**src/sio_cfg_pkg.sv**
```systemverilog
// constants and carrier types of the resource configuration register group
// assumes a 50 MHz system clock and an isa-style host bus sampled on that clock
package sio_cfg_pkg;

    // register indices behind the data port
    localparam logic [7:0]  IDX_DEF_SELECT   = 8'h16;
    localparam logic [7:0]  IDX_IRQ_PIN_E_A    = 8'h18;
    localparam logic [7:0]  IDX_UART_FAST    = 8'h19;
    localparam logic [7:0]  IDX_FLOPPY_BASE  = 8'h20;
    localparam logic [7:0]  IDX_PAR_BASE     = 8'h23;
    localparam logic [7:0]  IDX_UART_A_BASE  = 8'h24;
    localparam logic [7:0]  IDX_UART_B_BASE  = 8'h25;
    localparam logic [7:0]  IDX_DMA_ALLOC    = 8'h26;
    localparam logic [7:0]  IDX_PAR_IRQ      = 8'h27;

    // host i/o addresses of the index and data ports
    localparam logic [10:0] CFG_INDEX_ADDR   = 11'h3F0;
    localparam logic [10:0] CFG_DATA_ADDR    = 11'h3F1;

    // field positions
    localparam int          DEF_SELECT_BIT   = 2;
    localparam int          FAST_A_BIT       = 1;
    localparam int          FAST_B_BIT       = 0;
    localparam int          ECP_IRQ_LSB      = 5;
    localparam int          DMA_FLOPPY_LSB   = 4;

    // writable bit masks, reserved bits read zero
    localparam logic [7:0]  MASK_UART_FAST   = 8'h03;
    localparam logic [7:0]  MASK_FLOPPY_BASE = 8'hFC;
    localparam logic [7:0]  MASK_UART_BASE   = 8'hFE;
    localparam logic [7:0]  MASK_PAR_IRQ     = 8'hEF;

    // reset values with the default select bit at 1
    localparam logic [7:0]  RST_ZERO         = 8'h00;
    localparam logic [7:0]  RST_FLOPPY_BASE  = 8'hFC;
    localparam logic [7:0]  RST_PAR_BASE     = 8'hDE;
    localparam logic [7:0]  RST_UART_A_BASE  = 8'hFE;
    localparam logic [7:0]  RST_UART_B_BASE  = 8'hBE;
    localparam logic [7:0]  RST_DMA_ALLOC    = 8'h23;
    localparam logic [7:0]  RST_PAR_IRQ      = 8'h05;

    // resource codes
    localparam logic [3:0]  SLOT_NONE        = 4'h0;
    localparam logic [3:0]  SLOT_SMI         = 4'h2;
    localparam logic [3:0]  PIN_SEL_MAX      = 4'h8;

    // sharing-mode request pulse
    localparam int          CLK_PERIOD_NS    = 20;
    localparam int          PIN_E_A_PULSE_NS   = 200;
    localparam logic [3:0]  PIN_E_A_PULSE_CYC  =
        4'((PIN_E_A_PULSE_NS + CLK_PERIOD_NS - 1) / CLK_PERIOD_NS);

    typedef struct packed {
        logic [10:0] addr;
        logic        aen;
        logic        chip_select_n;
        logic        ior_n;
        logic        iow_n;
        logic [7:0]  data;
    } sio_isa_s;

    typedef struct packed {
        logic [7:0] out;
        logic [7:0] oe;
    } sio_irq_pins_s;

    typedef struct packed {
        logic [2:0] floppy;
        logic [2:0] printer;
    } sio_dma_route_s;

endpackage : sio_cfg_pkg

```
**src/sio_cfg_regs.sv**
```systemverilog
// resource configuration registers: index/data access, base decode,
// dma routing, parallel-port interrupt routing and uart fast clock selects
// assumes host pins already synchronous to sys_clk_i; the enter/exit
// sequence of extended function mode is decoded elsewhere
`timescale 1ns/1ps

////////////////////////////////////////////////////////////////////////////////
module sio_cfg_regs (
    input  wire logic                        sys_clk_i,
    input  wire logic                        nrst_i,
    input  wire sio_cfg_pkg::sio_isa_s       isa_i,
    output logic [7:0]                       isa_data_o,
    output logic                             isa_data_oe_o,
    input  wire logic                        ext_func_mode_i,
    input  wire logic                        default_select_strap_i,
    input  wire logic                        serial_irq_mode_bit_i,
    input  wire logic                        par_epp_en_i,
    input  wire logic                        par_ecp_mode_i,
    input  wire logic                        par_irq_req_i,
    output logic                             floppy_sel_o,
    output logic                             par_sel_o,
    output logic                             uart_a_sel_o,
    output logic                             uart_b_sel_o,
    output logic                             fast_clk_first_uart_o,
    output logic                             fast_clk_second_uart_o,
    output sio_cfg_pkg::sio_dma_route_s      dma_route_o,
    output logic [2:0]                       ecp_irq_number_o,
    output sio_cfg_pkg::sio_irq_pins_s       irq_pins_o,
    output logic [3:0]                       serial_irq_slot_o,
    output logic                             serial_irq_pin_req_o
);
    import sio_cfg_pkg::*;

    ////////////////////////////////////////////////////////////////////////////
    // register state

    // host access state
    logic [7:0] index_r;
    logic [7:0] index_nxt;
    logic       default_select_bit_r;
    logic       default_select_bit_nxt;
    logic       init_done_r;
    logic       init_done_nxt;

    // resource registers
    logic [7:0] irq_pin_e_a_mode_r;
    logic [7:0] irq_pin_e_a_mode_nxt;
    logic [7:0] uart_fast_clock_r;
    logic [7:0] uart_fast_clock_nxt;
    logic [7:0] floppy_base_addr_r;
    logic [7:0] floppy_base_addr_nxt;
    logic [7:0] parallel_base_addr_r;
    logic [7:0] parallel_base_addr_nxt;
    logic [7:0] serial_a_base_addr_r;
    logic [7:0] serial_a_base_addr_nxt;
    logic [7:0] serial_b_base_addr_r;
    logic [7:0] serial_b_base_addr_nxt;
    logic [7:0] dma_channel_alloc_r;
    logic [7:0] dma_channel_alloc_nxt;
    logic [7:0] parallel_irq_alloc_r;
    logic [7:0] parallel_irq_alloc_nxt;

    // write edge and read data
    logic       iow_n_prev_r;
    logic       iow_n_prev_nxt;
    logic [7:0] rd_data_r;
    logic [7:0] rd_data_nxt;

    // combinational decode
    logic       wr_stb;
    logic       hit_index;
    logic       hit_data;
    logic       load_defaults;
    logic       load_sel;
    logic [7:0] rd_mux;

    ////////////////////////////////////////////////////////////////////////////
    // host port decode

    // write taken once, on the cycle iow_n is first seen low
    assign wr_stb    = ~isa_i.iow_n & iow_n_prev_r;
    assign hit_index = ~isa_i.aen & (isa_i.addr == CFG_INDEX_ADDR);
    assign hit_data  = ~isa_i.aen & (isa_i.addr == CFG_DATA_ADDR);

    // unknown indices read zero
    always_comb begin
        rd_mux = 8'h00;
        unique case (index_r)
            IDX_DEF_SELECT:  rd_mux = {5'h00, default_select_bit_r, 2'h0};
            IDX_IRQ_PIN_E_A:   rd_mux = irq_pin_e_a_mode_r;
            IDX_UART_FAST:   rd_mux = uart_fast_clock_r;
            IDX_FLOPPY_BASE: rd_mux = floppy_base_addr_r;
            IDX_PAR_BASE:    rd_mux = parallel_base_addr_r;
            IDX_UART_A_BASE: rd_mux = serial_a_base_addr_r;
            IDX_UART_B_BASE: rd_mux = serial_b_base_addr_r;
            IDX_DMA_ALLOC:   rd_mux = dma_channel_alloc_r;
            IDX_PAR_IRQ:     rd_mux = parallel_irq_alloc_r;
            default:         rd_mux = 8'h00;
        endcase
    end

    ////////////////////////////////////////////////////////////////////////////
    // register next values

    always_comb begin
        index_nxt              = index_r;
        default_select_bit_nxt = default_select_bit_r;
        init_done_nxt          = 1'b1;
        irq_pin_e_a_mode_nxt     = irq_pin_e_a_mode_r;
        uart_fast_clock_nxt    = uart_fast_clock_r;
        floppy_base_addr_nxt   = floppy_base_addr_r;
        parallel_base_addr_nxt = parallel_base_addr_r;
        serial_a_base_addr_nxt = serial_a_base_addr_r;
        serial_b_base_addr_nxt = serial_b_base_addr_r;
        dma_channel_alloc_nxt  = dma_channel_alloc_r;
        parallel_irq_alloc_nxt = parallel_irq_alloc_r;
        iow_n_prev_nxt         = isa_i.iow_n;

        // reload control
        load_defaults          = 1'b0;
        load_sel               = default_select_bit_r;

        if (!init_done_r) begin
            // strap caught on the first edge after reset release
            default_select_bit_nxt = default_select_strap_i;
            load_defaults          = 1'b1;
            load_sel               = default_select_strap_i;
        end else if (wr_stb && ext_func_mode_i && hit_index) begin
            index_nxt = isa_i.data;
        end else if (wr_stb && ext_func_mode_i && hit_data) begin
            unique case (index_r)
                IDX_DEF_SELECT: begin
                    // only a flip reloads, so zeros need a 1 then 0 sequence
                    if (isa_i.data[DEF_SELECT_BIT] != default_select_bit_r) begin
                        default_select_bit_nxt = isa_i.data[DEF_SELECT_BIT];
                        load_defaults          = 1'b1;
                        load_sel               = isa_i.data[DEF_SELECT_BIT];
                    end
                end
                IDX_IRQ_PIN_E_A:   irq_pin_e_a_mode_nxt = isa_i.data;
                IDX_UART_FAST:   uart_fast_clock_nxt = isa_i.data & MASK_UART_FAST;
                IDX_FLOPPY_BASE: floppy_base_addr_nxt =
                    isa_i.data & MASK_FLOPPY_BASE;
                IDX_PAR_BASE:    parallel_base_addr_nxt = isa_i.data;
                IDX_UART_A_BASE: serial_a_base_addr_nxt =
                    isa_i.data & MASK_UART_BASE;
                IDX_UART_B_BASE: serial_b_base_addr_nxt =
                    isa_i.data & MASK_UART_BASE;
                IDX_DMA_ALLOC:   dma_channel_alloc_nxt = isa_i.data;
                IDX_PAR_IRQ:     parallel_irq_alloc_nxt = isa_i.data & MASK_PAR_IRQ;
                default: begin
                end
            endcase
        end

        // reload spares pin_e_a and fast clock
        if (load_defaults) begin
            floppy_base_addr_nxt   = load_sel ? RST_FLOPPY_BASE : RST_ZERO;
            parallel_base_addr_nxt = load_sel ? RST_PAR_BASE    : RST_ZERO;
            serial_a_base_addr_nxt = load_sel ? RST_UART_A_BASE : RST_ZERO;
            serial_b_base_addr_nxt = load_sel ? RST_UART_B_BASE : RST_ZERO;
            dma_channel_alloc_nxt  = load_sel ? RST_DMA_ALLOC   : RST_ZERO;
            parallel_irq_alloc_nxt = load_sel ? RST_PAR_IRQ     : RST_ZERO;
        end

        // read data registered: valid from the cycle after ior_n falls
        rd_data_nxt = 8'h00;
        if (ext_func_mode_i && hit_index) begin
            rd_data_nxt = index_r;
        end else if (ext_func_mode_i && hit_data) begin
            rd_data_nxt = rd_mux;
        end
    end

    // registers only
    always_ff @(posedge sys_clk_i or negedge nrst_i) begin
        if (!nrst_i) begin
            index_r              <= 8'h00;
            default_select_bit_r <= 1'b0;
            init_done_r          <= 1'b0;
            irq_pin_e_a_mode_r     <= RST_ZERO;
            uart_fast_clock_r    <= RST_ZERO;
            floppy_base_addr_r   <= RST_ZERO;
            parallel_base_addr_r <= RST_ZERO;
            serial_a_base_addr_r <= RST_ZERO;
            serial_b_base_addr_r <= RST_ZERO;
            dma_channel_alloc_r  <= RST_ZERO;
            parallel_irq_alloc_r <= RST_ZERO;
            iow_n_prev_r         <= 1'b1;
            rd_data_r            <= 8'h00;
        end else begin
            index_r              <= index_nxt;
            default_select_bit_r <= default_select_bit_nxt;
            init_done_r          <= init_done_nxt;
            irq_pin_e_a_mode_r     <= irq_pin_e_a_mode_nxt;
            uart_fast_clock_r    <= uart_fast_clock_nxt;
            floppy_base_addr_r   <= floppy_base_addr_nxt;
            parallel_base_addr_r <= parallel_base_addr_nxt;
            serial_a_base_addr_r <= serial_a_base_addr_nxt;
            serial_b_base_addr_r <= serial_b_base_addr_nxt;
            dma_channel_alloc_r  <= dma_channel_alloc_nxt;
            parallel_irq_alloc_r <= parallel_irq_alloc_nxt;
            iow_n_prev_r         <= iow_n_prev_nxt;
            rd_data_r            <= rd_data_nxt;
        end
    end

    // bus driven only on config reads
    assign isa_data_o    = rd_data_r;
    assign isa_data_oe_o = ~isa_i.ior_n & ext_func_mode_i & (hit_index | hit_data);

    ////////////////////////////////////////////////////////////////////////////
    // function address decode

    logic qual_low;
    logic floppy_en;
    logic par_en;
    logic uart_a_en;
    logic uart_b_en;
    logic par_match;

    // config ports skip chip select
    assign qual_low  = ~isa_i.chip_select_n & ~isa_i.aen;

    // bits 7 and 6 clear: window off
    assign floppy_en = |floppy_base_addr_r[7:6];
    assign par_en    = |parallel_base_addr_r[7:6];
    assign uart_a_en = |serial_a_base_addr_r[7:6];
    assign uart_b_en = |serial_b_base_addr_r[7:6];

    // epp drops A2 from the compare
    always_comb begin
        if (par_epp_en_i) begin
            par_match = (isa_i.addr[9:3] == parallel_base_addr_r[7:1]);
        end else begin
            par_match = (isa_i.addr[9:2] == parallel_base_addr_r);
        end
    end

    // no wait states: selects follow the address pins in the same cycle
    assign floppy_sel_o = qual_low & ~isa_i.addr[10] & floppy_en
                        & (isa_i.addr[9:4] == floppy_base_addr_r[7:2])
                        & ~isa_i.addr[3];

    // ecp mode reaches its second register bank at base plus 400h
    assign par_sel_o    = qual_low & par_en & par_match
                        & (par_ecp_mode_i | ~isa_i.addr[10]);

    // uart windows: A2..A0 free
    assign uart_a_sel_o = qual_low & ~isa_i.addr[10] & uart_a_en
                        & (isa_i.addr[9:3] == serial_a_base_addr_r[7:1]);
    assign uart_b_sel_o = qual_low & ~isa_i.addr[10] & uart_b_en
                        & (isa_i.addr[9:3] == serial_b_base_addr_r[7:1]);

    ////////////////////////////////////////////////////////////////////////////
    // clock selects and dma routing

    // clock muxes sit in the uarts
    assign fast_clk_first_uart_o  = uart_fast_clock_r[FAST_A_BIT];
    assign fast_clk_second_uart_o = uart_fast_clock_r[FAST_B_BIT];

    // upper nibble floppy
    logic [3:0] floppy_dma_sel;
    logic [3:0] printer_dma_sel;

    assign floppy_dma_sel  = dma_channel_alloc_r[DMA_FLOPPY_LSB +: 4];
    assign printer_dma_sel = dma_channel_alloc_r[3:0];

    // one-hot channel A..C; codes above 3 route nowhere
    always_comb begin
        dma_route_o = '0;
        for (int ch = 0; ch < 3; ch++) begin
            dma_route_o.floppy[ch]  = (floppy_dma_sel == 4'(ch + 1));
            dma_route_o.printer[ch] = (printer_dma_sel == 4'(ch + 1));
        end
    end

    // software must keep this consistent with the pin routing below
    assign ecp_irq_number_o = parallel_irq_alloc_r[ECP_IRQ_LSB +: 3];

    ////////////////////////////////////////////////////////////////////////////
    // parallel-port interrupt routing

    logic [3:0] printer_irq_sel;
    logic       pin_valid;
    logic [2:0] pin_idx;
    logic       irq_prev_r;
    logic       irq_prev_nxt;
    logic [3:0] pin_e_a_cnt_r;
    logic [3:0] pin_e_a_cnt_nxt;
    logic       irq_rise;

    // codes 9..15 pick no pin
    assign printer_irq_sel = parallel_irq_alloc_r[3:0];
    assign pin_valid       = (printer_irq_sel != 4'h0)
                           & (printer_irq_sel <= PIN_SEL_MAX)
                           & ~serial_irq_mode_bit_i;
    assign pin_idx         = 3'(printer_irq_sel - 4'h1);
    assign irq_rise        = par_irq_req_i & ~irq_prev_r;

    // ten 20 ns cycles give 200 ns
    always_comb begin
        irq_prev_nxt  = par_irq_req_i;
        pin_e_a_cnt_nxt = pin_e_a_cnt_r;
        if (pin_e_a_cnt_r != 4'h0) begin
            pin_e_a_cnt_nxt = pin_e_a_cnt_r - 4'h1;
        end
        // a new edge restarts the low pulse on the selected sharing pin
        if (irq_rise && pin_valid && irq_pin_e_a_mode_r[pin_idx]) begin
            pin_e_a_cnt_nxt = PIN_E_A_PULSE_CYC;
        end
    end

    // idle-low reset: no false edge
    always_ff @(posedge sys_clk_i or negedge nrst_i) begin
        if (!nrst_i) begin
            irq_prev_r  <= 1'b0;
            pin_e_a_cnt_r <= 4'h0;
        end else begin
            irq_prev_r  <= irq_prev_nxt;
            pin_e_a_cnt_r <= pin_e_a_cnt_nxt;
        end
    end

    // sharing pins only pull low
    for (genvar p = 0; p < 8; p++) begin : g_irq_pin
        logic selected;
        assign selected = pin_valid & (pin_idx == 3'(p));
        always_comb begin
            if (irq_pin_e_a_mode_r[p]) begin
                irq_pins_o.out[p] = 1'b0;
                irq_pins_o.oe[p]  = selected & (pin_e_a_cnt_r != 4'h0);
            end else begin
                irq_pins_o.out[p] = par_irq_req_i;
                irq_pins_o.oe[p]  = selected;
            end
        end
    end

    // framing of the serial interrupt stream is handled by its own block
    assign serial_irq_slot_o    = serial_irq_mode_bit_i ? printer_irq_sel
                                                        : SLOT_NONE;
    assign serial_irq_pin_req_o = serial_irq_mode_bit_i & par_irq_req_i
                                & (printer_irq_sel != SLOT_NONE)
                                & (printer_irq_sel != SLOT_SMI);

endmodule : sio_cfg_regs

```
**config.mk**
```make
export PLATFORM = sky130hd
export DESIGN_NAME = sio_cfg_regs
export DESIGN_NICKNAME = d
export VERILOG_FILES = /design/src/sio_cfg_pkg.sv /design/src/sio_cfg_regs.sv
export SDC_FILE = /design/constraint.sdc
export NUM_CORES = 1
export LEC_CHECK = 0
export ABC_AREA = 1
export BUFFER_PORTS_ARGS = -buffer_cell sky130_fd_sc_hd__buf_2
export CELL_PAD_IN_SITES_DETAIL_PLACEMENT = 1
export CELL_PAD_IN_SITES_GLOBAL_PLACEMENT = 1
export CORE_ASPECT_RATIO = 1.2
export CORE_UTILIZATION = 30
export DETAILED_ROUTE_END_ITERATION = 12
export GPL_ROUTABILITY_DRIVEN = 1
export PLACE_DENSITY_LB_ADDON = 0.1
export SYNTH_ARGS = -nofsm -noshare
export SYNTH_HDL_FRONTEND = slang
export SYNTH_SLANG_ARGS = --single-unit
```
**constraint.sdc**
```tcl
create_clock -name sys_clk_i -period 2.4 [get_ports sys_clk_i]
set_clock_uncertainty 0.1 [all_clocks]
set_input_delay 0.36 -clock sys_clk_i [delete_from_list [all_inputs] [get_ports sys_clk_i]]
set_output_delay 0.36 -clock sys_clk_i [all_outputs]
set_load 0.01 [all_outputs]
```
-- Word-level counts from Yosys, hierarchy flattened
Index checks and enable logic that the tools add are counted.
- output and inout port bits: 45
- bits in registers: 82
- bits of input ports: 31
- multiplexer cells: 71
- order comparisons: 2
- bitwise operators: 50
- reduce and logical (&&, ||, !) cells: 32
- equality and inequality tests: 32
- add/sub/neg operators: 2
- operators by type and width (cell ; count):
    8-bit two-way mux ; 36
    8-bit case mux with 9 select lines ; 1
    8-bit by 6-bit == test with 1-bit output, second input constant ; 6
    1-bit bitwise AND ; 39
    4-bit AND reduction ; 8
    1-bit two-way mux ; 28
    8-bit by 5-bit == test with 1-bit output, second input constant ; 3
    11-bit by 10-bit == test with 1-bit output, second input constant ; 2
    7-bit == test ; 3
    2-bit nonzero test ; 9
    4-bit by 2-bit == test with 1-bit output, second input constant ; 4
    3-bit == test, second input constant ; 4
    4-bit two-way mux ; 3
    1-bit NOT ; 9
    4-bit by 1-bit == test with 1-bit output, second input constant ; 2
    8-bit == test ; 1
    4-bit nonzero test ; 2
    2-bit OR reduction ; 4
    1-bit logical AND ; 7
    3-bit by 2-bit == test with 1-bit output, second input constant ; 2
    6-bit == test ; 1
    6-bit two-way mux ; 1
    4-bit <= comparator, second input constant ; 1
    3-bit by 4-bit less-than comparator with 1-bit output, second input constant ; 1
    other kinds (11) ; 12

-- Logic depth before layout (Yosys ltp)
- depth in word-level cells: 9
- mapped depth: 13
- mapped depth without buffers: 12

-- Least setup slack after synthesis
Ideal clock, no wire load.
- kind: register to output
- start point: reg parallel_irq_alloc_r[0]
- end point: out irq_pins_o[0] (netlist bit)
- buffers on the path: 1
- required time: 1940 ps
- arrival: 1646 ps
- setup slack: 294 ps
- stages on the path, launching flop included: 7
- path through: dfrtp_1 clkbuf_1 inv_1 ha_1 xnor2_1 nand3_1 a21oi_1
- RTL lines (element ; line ; text):
    start, declared ; sio_cfg_regs.sv:60 ; logic [7:0] parallel_irq_alloc_r;
    start signal, assigned ; sio_cfg_regs.sv:202 ; parallel_irq_alloc_r <= parallel_irq_alloc_nxt;
    end, declared ; sio_cfg_regs.sv:28 ; output sio_cfg_pkg::sio_irq_pins_s irq_pins_o,

==> impl_results.md <==
* IO Pins at 76
* Total clock sinks at 77
* Number of warning messages in the yosys log at 0
* Total design power at 3.72 mW
* Finish-stage setup viols at 0
* Die extent in x at 115 µm
* Part of the power in registers at 0.411
* CTS tree: yes
* Post-detailed-placement half-perimeter wirelength at 13500 µm
* Class of the most critical setup path: flip-flop to output pin
* Nets at 755
* Post-layout min period at 2.26 ns
* Net switching power at 1.13 mW
* RePlAce Congestion at 0.852
* Clock insertion delay at the later pin of the skew report at 0.35 ns
* Via count at 4449
* Reported max-cap violation count at 0
* Hold path startpoint: isa_i[8]
* CP Launch Type: flip-flop
* Distinct cell type count after synthesis at 41
* Pwr Density at 666 mW/mm²
* Final non-filler cell total at 925
* Combined flip-flop and latch cell area at 0.00193 mm²
* Proportion of synthesized chip area in sequential cells at 0.419
* Clock slew at reported path FFs at 0.06 ns
* Relative max-transition margin at 0.637
* Share of the synthesized area in the top cell type at 0.413
* Avg Synthesized Cell Area at 7.30 µm²
* First-pass GRT wire length at 26300 µm
* Number of placed instances, taps included at 906
* Worst Hold Margin at 0.0376 ns
* Critical Path RT at 1.94 ns
* Maximum frequency from static timing analysis at 443 MHz
* Filler cells at 1907
* Worst setup startpoint: parallel_irq_alloc_r[1]
* Number of global-route vias before repair at 4563
* Initial detailed-routing violation count at 288
* Multi-input combinational cell area at 0.00229 mm²
* Proportion of layout cells with a drive suffix above 1 at 0.215
* Maximum fanout count along the critical path at 8
* Die span in y at 138 µm
* Unrepaired setup endpoints after global routing: false
* Top delay family on crit path: flip-flops
* Clock network fraction of total power at 0.401
* Post-place instance area at 0.00521 mm²
* Total global routing overflow at 0
* Drc violations at 0
* Internal power at 2.60 mW
* CP arrival at 1.80 ns
* Initial Utilization at 0.307
* Kind of capture point of the worst setup path: output pin
* Number of buffers created by CTS at 9
* Num rows at 49
* Dominant cell type by area after synthesis: sky130_fd_sc_hd__dfrtp_1
* Result of the run: complete, no violations
* Number of enable flip-flop cells after synthesis at 0
* Cell area after synthesis at 0.00461 mm²
* Count of input and output buffers at 75
* Cell with the largest stage delay on the worst path: sky130_fd_sc_hd__dfrtp_2
* DR pass1 iterations at 4
* Net Sw Frac at 0.302
* GRT Resource Usage Total at 0.227
* Core region area at 0.0150 mm²
* Number of synthesized register bits at 77
* CTS Root Cell: sky130_fd_sc_hd__clkbuf_16
* Type of the most critical hold path: primary input to flip-flop
* Cell-by-cell listing of the critical path: inv_4 > ha_4 > nand2_1 > a21oi_1 > nand2_1 > inv_2 > nand3_1 > a21oi_1 > buf_2
* Leakage power figure at 2.85 nW
* Gate count of the mapped netlist at 631
* Depth of the CTS H-tree at 3
* CTS Buffer Depth at 2
* Buf+Inv Stages, Crit Path at 3
* Remaining number of nets flagged by the antenna check after routing at 0
* Number of max-slew violations in the final report at 0
* Antenna violations before repair at 0
* Final antenna diode count at 0
* Average vias per placed instance at 4.81
* Area growth from synthesis to final layout at 21.3%
* Max rail drop VDD at 0.000235 V
* Primary flip-flop cell chosen by synthesis mapping: sky130_fd_sc_hd__dfrtp_1
* Final worst path period share at 0.941
* Mapped Nets at 669
* Largest net degree at the start of global routing at 39
* Summed area of non-filler cells in the final layout at 0.00559 mm²
* Synth area leaders: sky130_fd_sc_hd__dfrtp_1 (41%), sky130_fd_sc_hd__nand2_1 (18%), sky130_fd_sc_hd__inv_1 (5.9%)
* Post-layout util at 0.372
* Wire length per cell after detailed routing at 18.4 µm
* Setup_tns at 0 ns
* Async set or reset register ratio after synthesis at 1.00
* Fraction of power consumed by combinational cells at 0.188
* Startpoint of the most critical register-to-register path: index_r[7]
* Die area at 0.0159 mm²
* Final worst-path setup slack at 0.142 ns
* Total Routed Length at 17000 µm
* Hold Vio Cnt, Final at 0
* Crit path largest cell delay at 0.43 ns
* Slew of the pin with the lowest slew margin at 0.542 ns
* Minimum setup slack after placement at 0.179 ns
flip-flops by register name (all words and copies together) (netlist names), 2 cells and up:
signal / flops
parallel_irq_alloc_r: 7
pin_e_a_cnt_r: 4
serial_b_base_addr_r: 7
dma_channel_alloc_r: 8
irq_pin_e_a_mode_r: 8
isa_data_o: 8
parallel_base_addr_r: 8
uart_fast_clock_r: 2
index_r: 8
serial_a_base_addr_r: 7
floppy_base_addr_r: 6
final cells by class:
class	count	share of cell area
Tap cell	204	0.0457
Timing Repair Buffer	88	0.0855
Multi-Input combinational cell	458	0.409
Inverter	83	0.0578
Sequential cell	77	0.345
Clock inverter	4	0.0130
Clock buffer	11	0.0434
layer usage:
layer	vias to the layer above	global-route usage	wire, µm
li1	2178	-	-
met1	2165	0.284	7600
met2	84	0.400	8580
met3	22	0.0330	510
met4	0	0.0743	343
met5	-	0	0
worst reg2reg max path, stage by stage, from the launching register on:
cell	delay, ns
sky130_fd_sc_hd__dfrtp_1	0.41
sky130_fd_sc_hd__nor2_1	0.16
sky130_fd_sc_hd__nand3_1	0.13
sky130_fd_sc_hd__nor2_1	0.15
sky130_fd_sc_hd__nand2_1	0.28
sky130_fd_sc_hd__o21ai_0	0.48
sky130_fd_sc_hd__nor2_1	0.14
sky130_fd_sc_hd__nand2_1	0.10
sky130_fd_sc_hd__nand2_1	0.06
sky130_fd_sc_hd__nand2_1	0.07
cells by family (layout without fill, tap and decap cells):
family	after synthesis	after routing	synth area share
adder cells (fa/ha/maj)	7	7	0.0190
other	1	1	0.000814
buffers and inverters	96	186	0.0899
AND/OR/NAND/NOR	330	330	0.303
XOR/XNOR	16	16	0.0304
flip-flops	77	77	0.419
AO/OA/AOI/OAI	104	104	0.138
timing repair:
| action | CTS | global route |
|---|---|---|
| gates resized for setup | 6 | 4 |
| hold endpoints to repair | 34 | 0 |
| hold buffers | 1 | 0 |
| setup endpoints to repair | 8 | 8 |
| buffers inserted | 0 | 3 |
cells in the final DEF (no fill, tap or decap), types with 9 or more instances in the layout:
| cell | count |
|---|---|
| sky130_fd_sc_hd__nor3_1 | 13 |
| sky130_fd_sc_hd__nor2_1 | 39 |
| sky130_fd_sc_hd__clkbuf_16 | 9 |
| sky130_fd_sc_hd__o22ai_1 | 12 |
| sky130_fd_sc_hd__nand4_1 | 9 |
| sky130_fd_sc_hd__o21ai_0 | 43 |
| sky130_fd_sc_hd__nand3_1 | 19 |
| sky130_fd_sc_hd__buf_4 | 13 |
| sky130_fd_sc_hd__inv_1 | 70 |
| sky130_fd_sc_hd__buf_2 | 74 |
| sky130_fd_sc_hd__nand2_2 | 12 |
| sky130_fd_sc_hd__dfrtp_1 | 75 |
| sky130_fd_sc_hd__nand2_1 | 220 |
| sky130_fd_sc_hd__a21oi_1 | 21 |
worst paths after layout:
check,endpoint,slack [ns],cells past startpoint
max,irq_pins_o[5],0.14,9
min,iow_n_prev_r,0.04,1
max reg2reg,isa_data_o[7],0.28,9
min reg2reg,serial_a_base_addr_r[5],0.38,2
max in group asynchronous,default_select_bit_r,1.12,3
min in group asynchronous,pin_e_a_cnt_r[2],0.43,2
power by group through the flow:
stage                     logic (mW)  registers [mW]  clock network, mW
after CTS                      0.694            1.53               1.53
after detailed placement       0.684            1.55                  0
after global placement         0.659            1.55                  0
final                          0.700            1.53               1.49
after floorplan                0.456            1.51                  0
after global routing           0.798            1.54               1.57
cell usage after synthesis, types with 2 or more instances:
master,number
sky130_fd_sc_hd__a21oi_1,22
sky130_fd_sc_hd__a221oi_1,2
sky130_fd_sc_hd__buf_4,7
sky130_fd_sc_hd__buf_6,3
sky130_fd_sc_hd__clkbuf_1,3
sky130_fd_sc_hd__clkinv_1,2
sky130_fd_sc_hd__dfrtp_1,76
sky130_fd_sc_hd__ha_1,7
sky130_fd_sc_hd__inv_1,73
sky130_fd_sc_hd__inv_2,6
sky130_fd_sc_hd__inv_4,2
sky130_fd_sc_hd__nand2_1,220
sky130_fd_sc_hd__nand2_2,12
sky130_fd_sc_hd__nand3_1,19
sky130_fd_sc_hd__nand3_2,2
sky130_fd_sc_hd__nand4_1,9
sky130_fd_sc_hd__nor2_1,39
sky130_fd_sc_hd__nor2_2,7
sky130_fd_sc_hd__nor2_4,2
sky130_fd_sc_hd__nor3_1,13
sky130_fd_sc_hd__nor4_1,2
sky130_fd_sc_hd__o21ai_0,43
sky130_fd_sc_hd__o21ai_1,7
sky130_fd_sc_hd__o21ai_2,7
sky130_fd_sc_hd__o21ai_4,4
sky130_fd_sc_hd__o22ai_1,12
sky130_fd_sc_hd__or2_2,2
sky130_fd_sc_hd__xnor2_1,9
sky130_fd_sc_hd__xor2_1,7
Power figures use the tool's default switching activity.
